### src/logic/pof_pkg.sv
// Shared constants for the parallel output formatter
package pof_pkg;

    // Timing: core clock and pixel output clock periods
    localparam int CLK_PERIOD_NS  = 4;
    localparam int PCLK_PERIOD_NS = 64;
    // Core cycles per pixel clock half period, rounded down
    localparam int PCLK_HALF_CYC  = PCLK_PERIOD_NS / (2 * CLK_PERIOD_NS);

    // Input FIFO geometry
    localparam int FIFO_DEPTH = 16;
    localparam int PIX_W      = 24;
    localparam int WORD_W     = 27;
    // Marker bit positions inside a FIFO word
    localparam int F_SOF      = 26;
    localparam int F_EOL      = 25;
    localparam int F_EOF      = 24;

    // Output mode codes
    localparam logic [2:0] MODE_YCBCR  = 3'h0;
    localparam logic [2:0] MODE_BT656  = 3'h1;
    localparam logic [2:0] MODE_RGB16  = 3'h2;
    localparam logic [2:0] MODE_RGB15  = 3'h3;
    localparam logic [2:0] MODE_RGB12L = 3'h4;
    localparam logic [2:0] MODE_RGB12H = 3'h5;
    localparam logic [2:0] MODE_RAWAUX = 3'h6;
    localparam logic [2:0] MODE_RAW2B  = 3'h7;

    // Register byte addresses
    localparam logic [7:0] REG_CTRL   = 8'h00;
    localparam logic [7:0] REG_STATUS = 8'h04;

    // Control register fields
    localparam int CTRL_W      = 5;
    localparam int CTRL_CSWAP  = 3;
    localparam int CTRL_YCSWAP = 4;
    localparam logic [4:0] CTRL_RST = 5'h00;

    // Status register fields
    localparam int ST_FIELD  = 5;
    localparam int ST_ROW    = 6;
    localparam int ST_HAVE   = 7;
    localparam int ST_FULL   = 8;
    localparam int ST_FRM_LO = 16;

    // Embedded timing reference bytes
    localparam logic [7:0] CODE_PRE0 = 8'hFF;
    localparam logic [7:0] CODE_PRE1 = 8'h00;
    localparam logic [7:0] SAV_XY    = 8'h80;
    localparam logic [7:0] EAV_XY    = 8'h9D;

endpackage

### src/logic/pof_fifo.sv
// Pixel word FIFO with registered read data
`timescale 1ns/1ps
`default_nettype none
module pof_fifo #(
    parameter int WIDTH = 27,
    parameter int DEPTH = 16
) (
    // Clock, reset, enable
    input  wire logic             clk_i,
    input  wire logic             rst_b_i,
    input  wire logic             ce_i,
    // Fill side
    input  wire logic             in_valid_i,
    output logic                  in_ready_o,
    input  wire logic [WIDTH-1:0] in_data_i,
    // Drain side
    output logic                  out_valid_o,
    input  wire logic             out_ready_i,
    output logic [WIDTH-1:0]      out_data_o
);
    localparam int AW = $clog2(DEPTH);

    // Pointer wrap relies on a power of two depth
    if (DEPTH < 2 || (1 << AW) != DEPTH) begin : g_bad_depth
        $error("pof_fifo depth must be a power of two");
    end

    logic [WIDTH-1:0] mem [DEPTH];    // Storage array
    logic [AW-1:0]    wptr_ff;        // Write pointer
    logic [AW-1:0]    rptr_ff;        // Read pointer
    logic [AW:0]      cnt_ff;         // Words held in the array
    logic [AW:0]      nxt_cnt;        // Count after this cycle
    logic             wr;             // Accepted write
    logic             ld;             // Move head into output register

    assign wr = ce_i && in_valid_i && in_ready_o;
    // Refill the output stage when it is empty or being drained
    assign ld = ce_i && (cnt_ff != '0) && (!out_valid_o || out_ready_i);
    assign nxt_cnt = cnt_ff + (AW+1)'(wr) - (AW+1)'(ld);

    // Array write, no reset needed on data
    always_ff @(posedge clk_i) begin
        if (wr) begin
            mem[wptr_ff] <= in_data_i;
        end
    end

    // Pointers, count and full flag
    always_ff @(posedge clk_i) begin
        if (!rst_b_i) begin
            wptr_ff    <= '0;
            rptr_ff    <= '0;
            cnt_ff     <= '0;
            in_ready_o <= 1'b0;
        end else if (ce_i) begin
            if (wr) begin
                wptr_ff <= wptr_ff + AW'(1);
            end
            if (ld) begin
                rptr_ff <= rptr_ff + AW'(1);
            end
            cnt_ff     <= nxt_cnt;
            // Ready is a flop so back-pressure is glitch free
            in_ready_o <= (nxt_cnt != (AW+1)'(DEPTH));
        end
    end

    // Registered head word
    always_ff @(posedge clk_i) begin
        if (!rst_b_i) begin
            out_valid_o <= 1'b0;
            out_data_o  <= '0;
        end else if (ld) begin
            out_valid_o <= 1'b1;
            out_data_o  <= mem[rptr_ff];
        end else if (ce_i && out_ready_i) begin
            out_valid_o <= 1'b0;
        end
    end
endmodule
`default_nettype wire

### src/logic/pof_formatter.sv
// Parallel output formatter: packs pixels onto the 8/10-bit output port
//
// The register addresses and the strobed register port were decided locally.
`timescale 1ns/1ps
`default_nettype none
module pof_formatter #(
    parameter int PCLK_HALF  = pof_pkg::PCLK_HALF_CYC,
    parameter int FIFO_DEPTH = pof_pkg::FIFO_DEPTH
) (
    // Clock, reset, enable
    input  wire logic        clk_i,
    input  wire logic        rst_b_i,
    input  wire logic        ce_i,
    // Register port
    input  wire logic [7:0]  reg_addr_i,
    input  wire logic [31:0] reg_wdata_i,
    input  wire logic        reg_wr_i,
    input  wire logic        reg_rd_i,
    output logic [31:0]      reg_rdata_o,
    // Pixel stream in
    input  wire logic        pix_valid_i,
    output logic             pix_ready_o,
    input  wire logic        pix_sof_i,
    input  wire logic        pix_eol_i,
    input  wire logic        pix_eof_i,
    input  wire logic [23:0] pix_data_i,
    // Parallel output port
    output logic             pixel_output_clock_o,
    output logic             field_active_flag_o,
    output logic             row_active_flag_o,
    output logic [7:0]       parallel_out_bus_o,
    output logic [1:0]       aux_lsb_pins_o
);
    localparam int DW = $clog2(PCLK_HALF + 1);

    // Divider needs at least one cycle per half period
    if (PCLK_HALF < 1) begin : g_bad_half
        $error("pof_formatter PCLK_HALF must be at least 1");
    end

    // Byte emitter states
    typedef enum logic [2:0] {
        ST_IDLE,
        ST_CODE_S,
        ST_FIRST,
        ST_SECOND,
        ST_CODE_E
    } pof_state_t;

    pof_state_t st_ff;                       // Emitter state
    logic [DW-1:0]  div_ff;                  // Pixel clock divider
    logic [4:0]     ctrl_ff;                 // Software mode and swaps
    logic [4:0]     cfg_ff;                  // Mode in force this frame
    logic [4:0]     nxt_cfg;                 // Mode for a line being opened
    logic [26:0]    pix_ff;                  // Pixel being emitted
    logic           have_ff;                 // Pixel register full
    logic           odd_ff;                  // Odd pixel within the line
    logic [7:0]     hold_ff;                 // Second chroma of a group
    logic [1:0]     cidx_ff;                 // Reference code byte index
    logic           eofp_ff;                 // Frame ended, drop field flag
    logic [15:0]    frm_ff;                  // Frames started
    logic           f_valid;                 // FIFO head present
    logic           f_full;                  // FIFO cannot take more
    logic [26:0]    f_data;                  // FIFO head word
    logic           pop;                     // Take head into pix_ff
    logic           tick;                    // Falling pixel clock edge
    logic           emit0;                   // First byte of a pixel out
    logic           emit1;                   // Second byte of a pixel out
    logic           one_byte;                // Pixel fits one port word
    logic           is656;                   // Embedded code mode active
    logic           ld_cfg;                  // Frame start takes new mode

    // Byte of a pixel for the current packing
    function automatic logic [7:0] byte_sel(input logic [4:0]  cfg,
                                            input logic [23:0] px,
                                            input logic        odd,
                                            input logic [7:0]  hold,
                                            input logic        idx);
        logic [7:0] chroma;
        logic [7:0] res;
        // Even pixel leads with Cb unless swapped, odd uses the held one
        chroma = odd ? hold :
                 (cfg[pof_pkg::CTRL_CSWAP] ? px[7:0] : px[15:8]);
        case (cfg[2:0])
            pof_pkg::MODE_YCBCR, pof_pkg::MODE_BT656: begin
                // Luma first when the luma-chroma swap is set
                res = (cfg[pof_pkg::CTRL_YCSWAP] ^ idx) ? px[23:16]
                                                         : chroma;
            end
            pof_pkg::MODE_RGB16: begin
                res = idx ? {px[12:10], px[7:3]}
                          : {px[23:19], px[15:13]};
            end
            pof_pkg::MODE_RGB15: begin
                res = idx ? {px[13:11], px[7:3]}
                          : {1'b0, px[23:19], px[15:14]};
            end
            pof_pkg::MODE_RGB12L: begin
                res = idx ? {px[7:4], 4'h0}
                          : {px[23:20], px[15:12]};
            end
            pof_pkg::MODE_RGB12H: begin
                res = idx ? {px[15:12], px[7:4]}
                          : {4'h0, px[23:20]};
            end
            pof_pkg::MODE_RAWAUX: begin
                res = px[9:2];
            end
            pof_pkg::MODE_RAW2B: begin
                // Raw sample used as-is, no pipeline touches it
                res = idx ? {6'h00, px[1:0]} : px[9:2];
            end
            default: begin
                res = 8'h00;
            end
        endcase
        return res;
    endfunction

    // Timing reference byte by index
    function automatic logic [7:0] code_sel(input logic [1:0] idx,
                                            input logic [7:0] xy);
        logic [7:0] res;
        res = (idx == 2'h0) ? pof_pkg::CODE_PRE0 :
              (idx == 2'h3) ? xy : pof_pkg::CODE_PRE1;
        return res;
    endfunction

    // Input buffer; its ready is the stream's back-pressure
    pof_fifo #(
        .WIDTH (pof_pkg::WORD_W),
        .DEPTH (FIFO_DEPTH)
    ) u_fifo (
        .clk_i       (clk_i),
        .rst_b_i     (rst_b_i),
        .ce_i        (ce_i),
        .in_valid_i  (pix_valid_i),
        .in_ready_o  (pix_ready_o),
        .in_data_i   ({pix_sof_i, pix_eol_i, pix_eof_i, pix_data_i}),
        .out_valid_o (f_valid),
        .out_ready_i (pop),
        .out_data_o  (f_data)
    );

    assign f_full   = !pix_ready_o;
    assign pop      = ce_i && f_valid && !have_ff;
    assign tick     = ce_i && pixel_output_clock_o &&
                      (div_ff == DW'(PCLK_HALF - 1));
    assign is656    = (cfg_ff[2:0] == pof_pkg::MODE_BT656);
    assign one_byte = (cfg_ff[2:0] == pof_pkg::MODE_RAWAUX);
    assign emit0    = tick && (st_ff == ST_FIRST) && have_ff;
    assign emit1    = tick && (st_ff == ST_SECOND);
    assign ld_cfg   = tick && (st_ff == ST_IDLE) && have_ff &&
                      pix_ff[pof_pkg::F_SOF];
    // A frame start picks up software's latest choice
    assign nxt_cfg  = pix_ff[pof_pkg::F_SOF] ? ctrl_ff : cfg_ff;

    // Pixel clock divider; data changes on the falling edge
    always_ff @(posedge clk_i) begin
        if (!rst_b_i) begin
            div_ff               <= '0;
            pixel_output_clock_o <= 1'b0;
        end else if (ce_i) begin
            if (div_ff == DW'(PCLK_HALF - 1)) begin
                div_ff               <= '0;
                pixel_output_clock_o <= !pixel_output_clock_o;
            end else begin
                div_ff <= div_ff + DW'(1);
            end
        end
    end

    // Register writes
    always_ff @(posedge clk_i) begin
        if (!rst_b_i) begin
            ctrl_ff <= pof_pkg::CTRL_RST;
        end else if (ce_i && reg_wr_i &&
                     (reg_addr_i == pof_pkg::REG_CTRL)) begin
            ctrl_ff <= reg_wdata_i[pof_pkg::CTRL_W-1:0];
        end
    end

    // Register reads; data stand only in the cycle after the strobe
    always_ff @(posedge clk_i) begin
        if (!rst_b_i) begin
            reg_rdata_o <= 32'h0000_0000;
        end else if (ce_i) begin
            reg_rdata_o <= 32'h0000_0000;
            if (reg_rd_i && (reg_addr_i == pof_pkg::REG_CTRL)) begin
                reg_rdata_o[pof_pkg::CTRL_W-1:0] <= ctrl_ff;
            end else if (reg_rd_i && (reg_addr_i == pof_pkg::REG_STATUS)) begin
                reg_rdata_o[pof_pkg::CTRL_W-1:0]    <= cfg_ff;
                reg_rdata_o[pof_pkg::ST_FIELD]      <= field_active_flag_o;
                reg_rdata_o[pof_pkg::ST_ROW]        <= row_active_flag_o;
                reg_rdata_o[pof_pkg::ST_HAVE]       <= have_ff;
                reg_rdata_o[pof_pkg::ST_FULL]       <= f_full;
                reg_rdata_o[pof_pkg::ST_FRM_LO+:16] <= frm_ff;
            end
            // Unmapped addresses read as zero
        end
    end

    // Pixel register: loaded from the FIFO, freed after its last byte
    always_ff @(posedge clk_i) begin
        if (!rst_b_i) begin
            pix_ff  <= '0;
            have_ff <= 1'b0;
        end else if (pop) begin
            pix_ff  <= f_data;
            have_ff <= 1'b1;
        end else if ((emit0 && one_byte) || emit1) begin
            have_ff <= 1'b0;
        end
    end

    // Byte emitter, advances once per pixel clock period
    always_ff @(posedge clk_i) begin
        if (!rst_b_i) begin
            st_ff               <= ST_IDLE;
            cfg_ff              <= pof_pkg::CTRL_RST;
            odd_ff              <= 1'b0;
            hold_ff             <= 8'h00;
            cidx_ff             <= 2'h0;
            eofp_ff             <= 1'b0;
            frm_ff              <= 16'h0000;
            field_active_flag_o <= 1'b0;
            row_active_flag_o   <= 1'b0;
            parallel_out_bus_o  <= 8'h00;
            aux_lsb_pins_o      <= 2'h0;
        end else if (tick) begin
            unique case (st_ff)
                ST_IDLE: begin
                    // One blank slot between lines
                    row_active_flag_o  <= 1'b0;
                    parallel_out_bus_o <= 8'h00;
                    aux_lsb_pins_o     <= 2'h0;
                    if (eofp_ff) begin
                        field_active_flag_o <= 1'b0;
                        eofp_ff             <= 1'b0;
                    end
                    if (have_ff) begin
                        cfg_ff  <= nxt_cfg;
                        odd_ff  <= 1'b0;
                        cidx_ff <= 2'h0;
                        if (pix_ff[pof_pkg::F_SOF]) begin
                            frm_ff <= frm_ff + 16'h0001;
                        end
                        if (nxt_cfg[2:0] == pof_pkg::MODE_BT656) begin
                            // Codes replace strobes in this mode
                            st_ff <= ST_CODE_S;
                        end else begin
                            st_ff <= ST_FIRST;
                            if (pix_ff[pof_pkg::F_SOF]) begin
                                field_active_flag_o <= 1'b1;
                            end
                        end
                    end
                end
                ST_CODE_S: begin
                    parallel_out_bus_o <= code_sel(cidx_ff, pof_pkg::SAV_XY);
                    cidx_ff            <= cidx_ff + 2'h1;
                    if (cidx_ff == 2'h3) begin
                        st_ff <= ST_FIRST;
                    end
                end
                ST_FIRST: begin
                    if (have_ff) begin
                        // Odd byte leaves on this falling edge
                        parallel_out_bus_o <= byte_sel(cfg_ff, pix_ff[23:0],
                                              odd_ff, hold_ff, 1'b0);
                        // Aux pins carry the low bits beside the top eight
                        aux_lsb_pins_o <= one_byte ? pix_ff[1:0]
                                                   : 2'h0;
                        // Bypass frames are flagged like pipeline ones
                        row_active_flag_o <= !is656 &&
                                             field_active_flag_o;
                        if (!odd_ff) begin
                            hold_ff <= cfg_ff[pof_pkg::CTRL_CSWAP] ?
                                       pix_ff[15:8] : pix_ff[7:0];
                        end
                        if (one_byte) begin
                            odd_ff <= !odd_ff;
                            if (pix_ff[pof_pkg::F_EOL]) begin
                                st_ff   <= ST_IDLE;
                                eofp_ff <= pix_ff[pof_pkg::F_EOF];
                            end
                        end else begin
                            st_ff <= ST_SECOND;
                        end
                    end else begin
                        // Starved: drop the row flag so nothing is captured
                        row_active_flag_o <= 1'b0;
                    end
                end
                ST_SECOND: begin
                    // Even byte one pixel clock after the odd one
                    parallel_out_bus_o <= byte_sel(cfg_ff, pix_ff[23:0],
                                          odd_ff, hold_ff, 1'b1);
                    aux_lsb_pins_o     <= 2'h0;
                    odd_ff             <= !odd_ff;
                    if (pix_ff[pof_pkg::F_EOL]) begin
                        // Lines leave in arrival order, never interleaved
                        st_ff   <= is656 ? ST_CODE_E : ST_IDLE;
                        eofp_ff <= pix_ff[pof_pkg::F_EOF];
                    end else begin
                        st_ff <= ST_FIRST;
                    end
                end
                ST_CODE_E: begin
                    parallel_out_bus_o <= code_sel(cidx_ff, pof_pkg::EAV_XY);
                    cidx_ff            <= cidx_ff + 2'h1;
                    if (cidx_ff == 2'h3) begin
                        st_ff <= ST_IDLE;
                    end
                end
                default: begin
                    st_ff <= ST_IDLE;
                end
            endcase
        end
    end
endmodule
`default_nettype wire

### config.mk
export PLATFORM = sky130hd
export DESIGN_NAME = pof_formatter
export DESIGN_NICKNAME = d
export VERILOG_FILES = /design/src/logic/pof_pkg.sv /design/src/logic/pof_fifo.sv /design/src/logic/pof_formatter.sv
export SDC_FILE = /design/constraint.sdc
export NUM_CORES = 1
export LEC_CHECK = 0
export BUFFER_PORTS_ARGS = -buffer_cell sky130_fd_sc_hd__buf_2
export CAP_MARGIN = 20
export CELL_PAD_IN_SITES_DETAIL_PLACEMENT = 0
export CELL_PAD_IN_SITES_GLOBAL_PLACEMENT = 2
export CORE_AREA = 4 4 263 213
export DETAILED_ROUTE_END_ITERATION = 16
export DIE_AREA = 0 0 267 217
export PLACE_DENSITY = 0.85
export SLEW_MARGIN = 5
export SYNTH_ARGS = -nofsm -noshare
export SYNTH_HDL_FRONTEND = slang
export SYNTH_SLANG_ARGS = --single-unit
### constraint.sdc
create_clock -name clk_i -period 4.15 [get_ports clk_i]
set_input_delay 0.6225 -clock clk_i [delete_from_list [all_inputs] [get_ports clk_i]]
set_output_delay 0.6225 -clock clk_i [all_outputs]
set_load 0.03 [all_outputs]
# Word-level counts from Yosys, hierarchy flattened
# Memory sizes are Yosys's and may differ from the RTL's. A register that Yosys moved wholly into a read port is not among the register bits.
# Index checks and enable logic that the tools add are counted.
# op_classes
n_addsub,7
eq_ne,22
n_mux,55
bitwise_logic,1
reduce_logical,57
# op_table
cell,count
two-way mux 8 bit,10
case mux 8 bit (7 select lines),1
case mux 8 bit (6 select lines),1
case mux 8 bit (5 select lines),1
two-way mux 16 bit,2
two-way mux 3 bit,9
logical AND 1 bit,18
two-way mux 1 bit,17
"adder 16 x 1 -> 16 bit, second input constant",1
"equality test 3 bit, second input constant",5
case mux 3 bit (5 select lines),1
"adder 4 x 1 -> 4 bit, second input constant",3
"equality test 3 x 2 -> 1 bit, second input constant",4
AND reduction 3 bit,4
AND reduction 4 bit,3
"inequality test 2 bit, second input constant",5
AND reduction 2 bit,5
nonzero test 2 bit,5
nonzero test 5 bit,2
"equality test 3 x 1 -> 1 bit, second input constant",3
two-way mux 9 bit,1
"equality test 8 x 3 -> 1 bit, second input constant",1
zero test 8 bit,1
two-way mux 2 bit,4
21 further kinds,35
# word_totals
regBits,126
ram_bits,432
input_bits,73
out_inout_bits,46
elab_cells,166
memories,1
# mem_list
name,words,word_bits,read_ports,rd_ports_with_merged_regs,write_ports,line,source
u_fifo.mem,16,27,1,1,1,pof_fifo.sv:28,logic [WIDTH-1:0] mem [DEPTH];

# Logic depth before layout (Yosys ltp)
# Gate-level depths: netlist of run 1.
# logic_depth
depth_word,8
depth_mapped,14
depth_no_buf,14

# Modules after synthesis
# A second synthesis of run 1 with hierarchy kept.
# hier_totals
cells_unflattened,1600
area_unflattened_um2,24399.7
# modules_own_cells
module,n_inst,cells_per_inst,area_per_inst_um2,seq_area_each_um2
pof_fifo,1,868,18310.1,13813.2
pof_formatter,1,732,6089.6,2222.1

# Worst setup path before layout of run 1
# OpenSTA, ideal clock, no wires.
# synth_path
kind,in2reg
start,input port ce_i
end,memory u_fifo.mem[3][0] (enable)
setup_ps,445
arrival_time_ps,3260
required_time_ps,3705
path_slack_ps,445
stages,5
path_buffers,2
cell_sequence,buf_2 and3_1 clkbuf_1 nand2_1 nor3_1
# synth_between
elab_chain_len,4
# synth_rtl
item,line,source
start: declaration,pof_formatter.sv:13,"input wire logic ce_i,"
logical AND 1 bit (2 in a row),pof_fifo.sv:36,assign wr = ce_i && in_valid_i && in_ready_o;
two-way mux 1 bit,pof_fifo.sv:43,if (wr) begin
two-way mux 1 bit (not written as such),pof_fifo.sv:44,mem[wptr_ff] <= in_data_i;
end: declaration,pof_fifo.sv:28,
# Every way passes these cells.

# Worst setup path in the final report of run 1
# layout_path
start,register u_fifo.cnt_ff[3]
end,register u_fifo.in_ready_o
# layout_between
elab_chain_len,5
elab_cells_between_ends,6
cone_classes,add/sub (2); eq/ne (1); reduce/logical (3)
# layout_rtl
item,line,source
start: declaration,pof_fifo.sv:31,logic [AW:0] cnt_ff;
start signal: assignment,pof_fifo.sv:62,cnt_ff <= nxt_cnt;
nonzero test 5 bit,pof_fifo.sv:38,assign ld = ce_i && (cnt_ff != '0) && (!out_valid_o || out_ready_i);
logical AND 1 bit (2 in a row),pof_fifo.sv:38,
via u_fifo.ld,pof_fifo.sv:34,logic ld;
subtractor 5 x 1 -> 5 bit,pof_fifo.sv:39,assign nxt_cnt = cnt_ff + (AW+1)'(wr) - (AW+1)'(ld);
inequality test 5 bit,pof_fifo.sv:64,in_ready_o <= (nxt_cnt != (AW+1)'(DEPTH));
end signal: assignment,pof_fifo.sv:64,
end: declaration,pof_fifo.sv:14,"output logic in_ready_o,"
# The timed path passes the listed nets, and every way through them passes these cells.
# A chain may end at the register's enable or synchronous reset.

==> impl_metrics.ini, run 1 <==
[finish]
design_area_mm2 = 0.02714
nNetsFinal = 1752
fillers = 4398
areaGrowthSynthToFinish_pct = 14.11
final_common_cell = edfxtp_1
drive_above_1_share = 0.2133
register_area_mm2 = 0.01605
multi_input_area_mm2 = 0.007346
final_cell_mix = edfxtp_1, dfxtp_1, nand2_1, mux4_2, nor2_1
utilization = 0.5079

[setup_path]
critPathArrivalTime_ps = 3820
startpoint = u_fifo.cnt_ff[3]$_SDFFE_PN0P_
reg2reg_from = u_fifo.cnt_ff[3]$_SDFFE_PN0P_
cp_top_family = adder cells
worst-path-buf-inv = 4
crit_slowest_cell = nor4b_1
required_ps = 4670
crit_path_end_kind = flip-flop
worstPathCellList = inv_1 > ha_1 > nor4b_1 > a211oi_2 > buf_4 > ha_1 > inv_1 > ha_1 > inv_1 > fa_1 > nand2b_1 > a21oi_1 > nor3_1 > or3_1 > a31oi_1
cp-start-kind = flip-flop
worstSetupPathType = flip-flop to flip-flop
cp_slowest_stage_delay_ps = 450
worst-path-max-fanout = 8

[cts]
post_cts_buffers = 0
clk_latency_ps = 620
htree_levels = 2
cts_buffers = 58
cts_tree = done
cts_hold_buf = 0
cts_resized = 0
cts.clk_slew.worst_paths_ps = 60
cts.root.buffer_cell = clkbuf_16
cts_buffer_depth = 3
cts.sinks = 585

[synthesis]
async_flop_share = 0
synth_area_mm2 = 0.02379
ys_seq_area_frac = 0.6742
synth_cell_type_count = 73
synth-edff-count = 432
synth_top_cell_area_share = 0.5454
syn_inst = 1570
synth.area.top_cells = edfxtp_1, dfxtp_1, mux4_2, mux2i_1, nand2_1
synth_top_cell_by_area = edfxtp_1
avgSynthCellArea_um2 = 15.15
ys_seq_elements = 585
synth_flop_cell = edfxtp_1
ys_warn_count = 0

[place]
dpl.hpwl_um = 33160
place.gp.congestion = 0.8807
place_area_mm2 = 0.02514
place.port_buffers = 84

[pwr]
power_frac_seq = 0.475
clockPowerShare = 0.383
power.density_mw_per_mm2 = 514.6
internal_power_mw = 10.59
power_switching_mw = 3.379
switching_share = 0.2419
leakagePower_nw = 8.885
power_frac_comb = 0.141
total_power_mw = 13.97
irDropWorstVdd_uv = 387.1

[sta]
min_period_over_period = 0.7944
rsz0062_at_grt = no
fmax_mhz = 303.3
setup-tns-final_ps = 0
tightest_slew_ps = 1078
finalMaxSlewViolations = 0
setup_viol = 0
hold_viol_final = 0
max_slew_margin = 0.2761
skew_ps = 24.61
fin_crit_ps = 3297
whs_ps = 240.7

[route]
via_per_inst = 5.737
antenna_left = 0
wl_um = 54790
num_vias = 13850
firstDrtPassIters = 5
post_drt_wl_per_cell_um = 22.70
drc = 0
drtIter0Drc = 1213

[die]
die_h_um = 217
fp.dieW_um = 267
initial_core_util = 0.4451
die_area_mm2 = 0.05794
core_area_mm2 = 0.05344
io-pin-count = 119
row_count = 76

[status]
status = finished clean

[global_route]
antenna_found_initial = 3
gr-usage-all-layers = 0.1891
grt.overflow.total = 0
grt_pass1_wl_um = 84180
grt_max_degree = 73
grt_pass1_vias = 13920

[hold_path]
hp-class = input pin to flip-flop
hold_path.startpoint = reg_wdata_i[2]

[job]
maxCapViolations = 0
-- synthesized netlist by cell type (all sizes together) (3+ instances only) --
master,number
or3,12
nor4b,4
inv,31
a211oi,11
and3,5
nand2b,19
a22oi,25
and4,3
clkbuf,61
and2,6
nand3,13
o21a,4
ha,15
a221oi,5
mux2i,93
o211ai,14
xor2,5
nor2,110
nand2,119
xnor2,12
mux4,108
o221ai,6
nor2b,5
nor3,15
a21o,31
o21ai,26
nor4,4
a31oi,12
a211o,5
mux2,6
a311oi,4
edfxtp,432
nand3b,4
dfxtp,153
o22ai,30
a21oi,80
buf,39
nand4,7
nor3b,3
-- per-layer routing --
layer	track usage	part of all wire	up-vias
li1	-	-	6279
met1	0.2771	0.46	7100
met2	0.2883	0.46	376
met3	0.04137	0.062	91
met4	0.05263	0.022	4
met5	0	0.00062	-
-- layout make-up --
type | instances | area share
flip-flops and latches | 585 | 0.5912
clock inverters | 43 | 0.01770
well taps | 702 | 0.03236
inverters | 31 | 0.004333
multi-input cells | 860 | 0.2706
clock buffers | 65 | 0.05444
repair buffers | 127 | 0.02923
diodes | 1 | 0.00009220
-- stage by stage --
stage / worst slack (ps) / instances
detailed placement: 864.0 / 2303
global route: 505.8 / 2413
floorplan: 445.3 / 1576
global placement: 944.6 / 2303
finish: 853.4 / 2414
CTS: 839.1 / 2411
-- registers in the layout, indices dropped and copies added (netlist names), 2 cells and up --
register	flops
u_fifo.mem	432
pix_ff	27
u_fifo.out_data_o	27
reg_rdata_o	25
frm_ff	16
hold_ff	8
parallel_out_bus_o	8
cfg_ff	5
ctrl_ff	5
u_fifo.cnt_ff	5
div_ff	4
u_fifo.rptr_ff	4
u_fifo.wptr_ff	4
st_ff	3
aux_lsb_pins_o	2
cidx_ff	2
-- final timing paths --
check,to,depth (start not counted),slack (ps)
max,u_fifo.in_ready_o$_SDFFE_PN0P_,15,850
min,ctrl_ff[2]$_SDFFE_PN0P_,3,240
max reg2reg,u_fifo.in_ready_o$_SDFFE_PN0P_,15,850
min reg2reg,pix_ff[17]$_SDFFE_PN0P_,2,440
-- cells by family after synthesis --
family,share of synthesized area
adders and majority gates,0.008732
AOI/OAI and AO/OA,0.07759
muxes,0.1442
buffers and inverters,0.02288
DFF,0.6742
and+or+nand+nor,0.06597
other,0.0001577
xor gates and xnor gates,0.006260
-- worst reg2reg max path: stages, from the launching register on --
cell and delay, ps:
dfxtp_1 330, inv_1 90, ha_1 140, nor4b_1 450, a211oi_2 90, buf_4 190
ha_1 290, inv_1 50, ha_1 160, inv_1 60, fa_1 430, nand2b_1 160
a21oi_1 220, nor3_1 100, or3_1 310, a31oi_1 160
-- power by group through the flow --
stage / Sequential [mW] / Clock (mW) / Combinational, mW
after floorplan: 6.60 / 0 / 1.63
after global placement: 6.77 / 0 / 1.98
after detailed placement: 6.77 / 0 / 2.00
after CTS: 6.64 / 5.47 / 2.01
after global routing: 6.66 / 5.74 / 2.18
final: 6.64 / 5.35 / 1.98
No activity file was read; power rests on OpenSTA's default activity.
==> run 2, diff against run 1 <==
--- a/config.mk
+++ b/config.mk
@@ -5,13 +5,14 @@
 export SDC_FILE = /design/constraint.sdc
 export NUM_CORES = 1
 export LEC_CHECK = 0
+export ABC_AREA = 1
 export BUFFER_PORTS_ARGS = -buffer_cell sky130_fd_sc_hd__buf_2
 export CAP_MARGIN = 20
 export CELL_PAD_IN_SITES_DETAIL_PLACEMENT = 0
 export CELL_PAD_IN_SITES_GLOBAL_PLACEMENT = 2
-export CORE_AREA = 4 4 263 213
+export CORE_AREA = 4 4 284 230
 export DETAILED_ROUTE_END_ITERATION = 16
-export DIE_AREA = 0 0 267 217
+export DIE_AREA = 0 0 288 234
 export PLACE_DENSITY = 0.85
 export SLEW_MARGIN = 5
 export SYNTH_ARGS = -nofsm -noshare
==> constraint.sdc (replaced) <==
create_clock -name clk_i -period 3.3 [get_ports clk_i]
set_input_delay 0.495 -clock clk_i [delete_from_list [all_inputs] [get_ports clk_i]]
set_output_delay 0.495 -clock clk_i [all_outputs]
set_load 0.03 [all_outputs]
==> run 2 against run 1 <==
Compared with the run above:
- final area rose by 4.3%
- critical path depth rose by 1
- register-to-register slack got worse by 220 ps
- cell count is 41% higher
- via count increased by 29%
- die area rose by 16%
- core utilization shrank 5.4 points
- sequential share of layout area shrank 2.4 points
- clock skew increased by 4.5 ps
- critical endpoint unchanged
- largest cell class unchanged
==> impl_metrics.ini, run 2 <==
[cts]
cts.root.buffer_cell = clkbuf_16
cts_tree = done
post_cts_buffers = 0
cts.sinks = 585
cts_buffers = 59
cts_buffer_depth = 3
cts.clk_slew.worst_paths_ps = 60
cts_hold_buf = 0
cts_resized = 0
htree_levels = 2
clk_latency_ps = 630

[synthesis]
avgSynthCellArea_um2 = 10.05
synth.area.mux_share = 0
synth.area.top_cells = edfxtp_1, dfxtp_1, nor2_1, nand3_1, o21ai_0
synth_common_cells = nor2_1, edfxtp_1, nand3_1, o21ai_0, nand2_1
async_flop_share = 0
syn_inst = 2470
synth_cell_type_count = 45
synth_flop_cell = edfxtp_1
synth_most_common_cell = nor2_1
synth-edff-count = 432
ys_seq_elements = 585
ys_seq_area_frac = 0.6459
synth_top_cell_area_share = 0.5225
synthSimpleGateAreaFrac = 0.1817
synth_xor_area_frac = 0.003880
synth_compound_area_frac = 0.1061
synth_top_family_by_area = simple AND/OR/NAND/NOR gates
synth_top_cell_by_area = edfxtp_1
synth_area_mm2 = 0.02483
synth_fa_ha_area_frac = 0.008366
ys_warn_count = 0

[route]
wl_um = 66220
num_vias = 17910
via_per_inst = 5.269
firstDrtPassIters = 5
drc = 0
post_drt_wl_per_cell_um = 19.48
antenna_left = 0
drtIter0Drc = 1613

[global_route]
grt.overflow.total = 0
grt_pass1_wl_um = 101500
antenna_found_initial = 4
gr-usage-all-layers = 0.1932
grt_pass1_vias = 17190
grt_max_degree = 218

[setup_path]
cp_num_cells = 16
cp-start-kind = flip-flop
crit_slowest_cell = fa_1
rr_endpoint = u_fifo.in_ready_o$_SDFFE_PN0P_
required_ps = 3780
worstSetupPathType = flip-flop to flip-flop
reg2reg_from = u_fifo.cnt_ff[3]$_SDFFE_PN0P_
rrSetupSlack_ps = 640
critPathArrivalTime_ps = 3140
worst-path-max-fanout = 7
worstPathCellList = inv_1 > ha_1 > nand3_1 > nand3_2 > inv_2 > ha_1 > inv_1 > ha_1 > inv_1 > fa_1 > inv_1 > a21oi_1 > nor2_1 > nor2_1 > xor2_1 > a41oi_1
cp_top_family = adder cells
crit_end = u_fifo.in_ready_o$_SDFFE_PN0P_
r2r_cells = 16
worst-path-buf-inv = 5
crit_path_frequent_cell = inv_1
crit_path_end_kind = flip-flop
startpoint = u_fifo.cnt_ff[3]$_SDFFE_PN0P_
cp_slowest_stage_delay_ps = 430

[sta]
setup-tns-final_ps = 0
postLayoutSetupSlackWorst_ps = 637.5
whs_ps = 165.5
finalMaxSlewViolations = 0
tightest_slew_ps = 1122
min_period_over_period = 0.8068
fmax_mhz = 375.6
skew_ps = 29.15
rsz0062_at_grt = no
setup_viol = 0
max_slew_margin = 0.2520
hold_viol_final = 0
fin_crit_ps = 2662

[die]
core_area_mm2 = 0.06238
initial_core_util = 0.3980
fp.dieW_um = 288
io-pin-count = 119
die_h_um = 234
die_area_mm2 = 0.06739
row_count = 82

[finish]
design_area_mm2 = 0.02830
utilization = 0.4536
largest_register_ffs = 432
areaGrowthSynthToFinish_pct = 13.98
drive_above_1_share = 0.1023
nNetsFinal = 2599
final_cell_count_no_fill = 3400
final_common_cell = nor2_1
largest-register = u_fifo.mem
largestRegisters = u_fifo.mem: 432 flops, pix_ff: 27 flops, u_fifo.out_data_o: 27 flops
fillers = 5887
diodes = 0
final_cell_mix = nor2_1, edfxtp_1, nand3_1, o21ai_0, nand2_1

[status]
status = finished clean

[place]
place.gp.congestion = 0.8613
dp_slack_ps = 462.9
place_area_mm2 = 0.02623
placed_cells = 3288
place.port_buffers = 84
dpl.hpwl_um = 36800

[pwr]
leakagePower_nw = 9.947
irDropWorstVdd_uv = 469.7
total_power_mw = 17.32
power.density_mw_per_mm2 = 611.9

[job]
maxCapViolations = 0

[hold_path]
hp-class = input pin to flip-flop
==> run 2: changes by cell type after synthesis, sizes merged, moves of 108 or more <==
cell	previous run	this run
inv	31	148
mux4	108	0
nand2	119	232
nand3	13	273
nor2	110	518
o21ai	26	306
==> run 2: how the worst min path moves through the flow <==
| stage | start | endpoint | slack [ps] | cells past startpoint |
|---|---|---|---|---|
| 2_1_floorplan | hold_ff[0]$_SDFFE_PN0P_ | hold_ff[0]$_SDFFE_PN0P_ | 430 | 2 |
| 3_3_place_gp | hold_ff[1]$_SDFFE_PN0P_ | hold_ff[1]$_SDFFE_PN0P_ | 450 | 2 |
| 3_5_place_dp | hold_ff[7]$_SDFFE_PN0P_ | hold_ff[7]$_SDFFE_PN0P_ | 450 | 2 |
| 4_1_cts | reg_wdata_i[0] | ctrl_ff[0]$_SDFFE_PN0P_ | 120 | 3 |
| 5_1_grt | reg_wdata_i[1] | ctrl_ff[1]$_SDFFE_PN0P_ | 150 | 3 |
| 6_report | reg_wdata_i[0] | ctrl_ff[0]$_SDFFE_PN0P_ | 170 | 3 |
==> run 2: per-layer routing <==
layer  global-route usage  share of wire  vias up  routed length (µm)
li1                     -              -     8629                   -
met1               0.2831           0.47     8675               31190
met2               0.3049           0.45      494               29940
met3              0.02809          0.056      108                3682
met4              0.04585          0.020        8                1355
met5                    0        0.00074        -                  49
==> run 2: power breakdown <==
part	leakage (nW)	internal [mW]	switching, mW	total, mW
clock	1.00	4.16	2.84	7.00
combinational	3.82	0.670	1.44	2.11
sequential	5.13	8.04	0.165	8.20
==> run 2: area by class of cell <==
cell class | count | area [µm²] | share of cell area
Sequential cell | 585 | 16040 | 0.5670
Timing Repair Buffer | 126 | 985.9 | 0.03484
Inverter | 150 | 570.5 | 0.02016
Multi-Input combinational cell | 1588 | 7595 | 0.2684
Clock buffer | 80 | 1658 | 0.05858
Tap cell | 840 | 1051 | 0.03714
Clock inverter | 31 | 394.1 | 0.01393
==> run 2: logic make-up after synthesis <==
family                     after synthesis
and+or+nand+nor                       1063
xor gates and xnor gates                11
other                                    1
buffers and inverters                  303
DFF                                    585
adders and majority gates               16
AOI/OAI and AO/OA                      491
==> run 2: tightest hold or removal path, cell delays in order <==
cell    delay, ps
buf_2         100
nor2_1         90
nor3_1         50
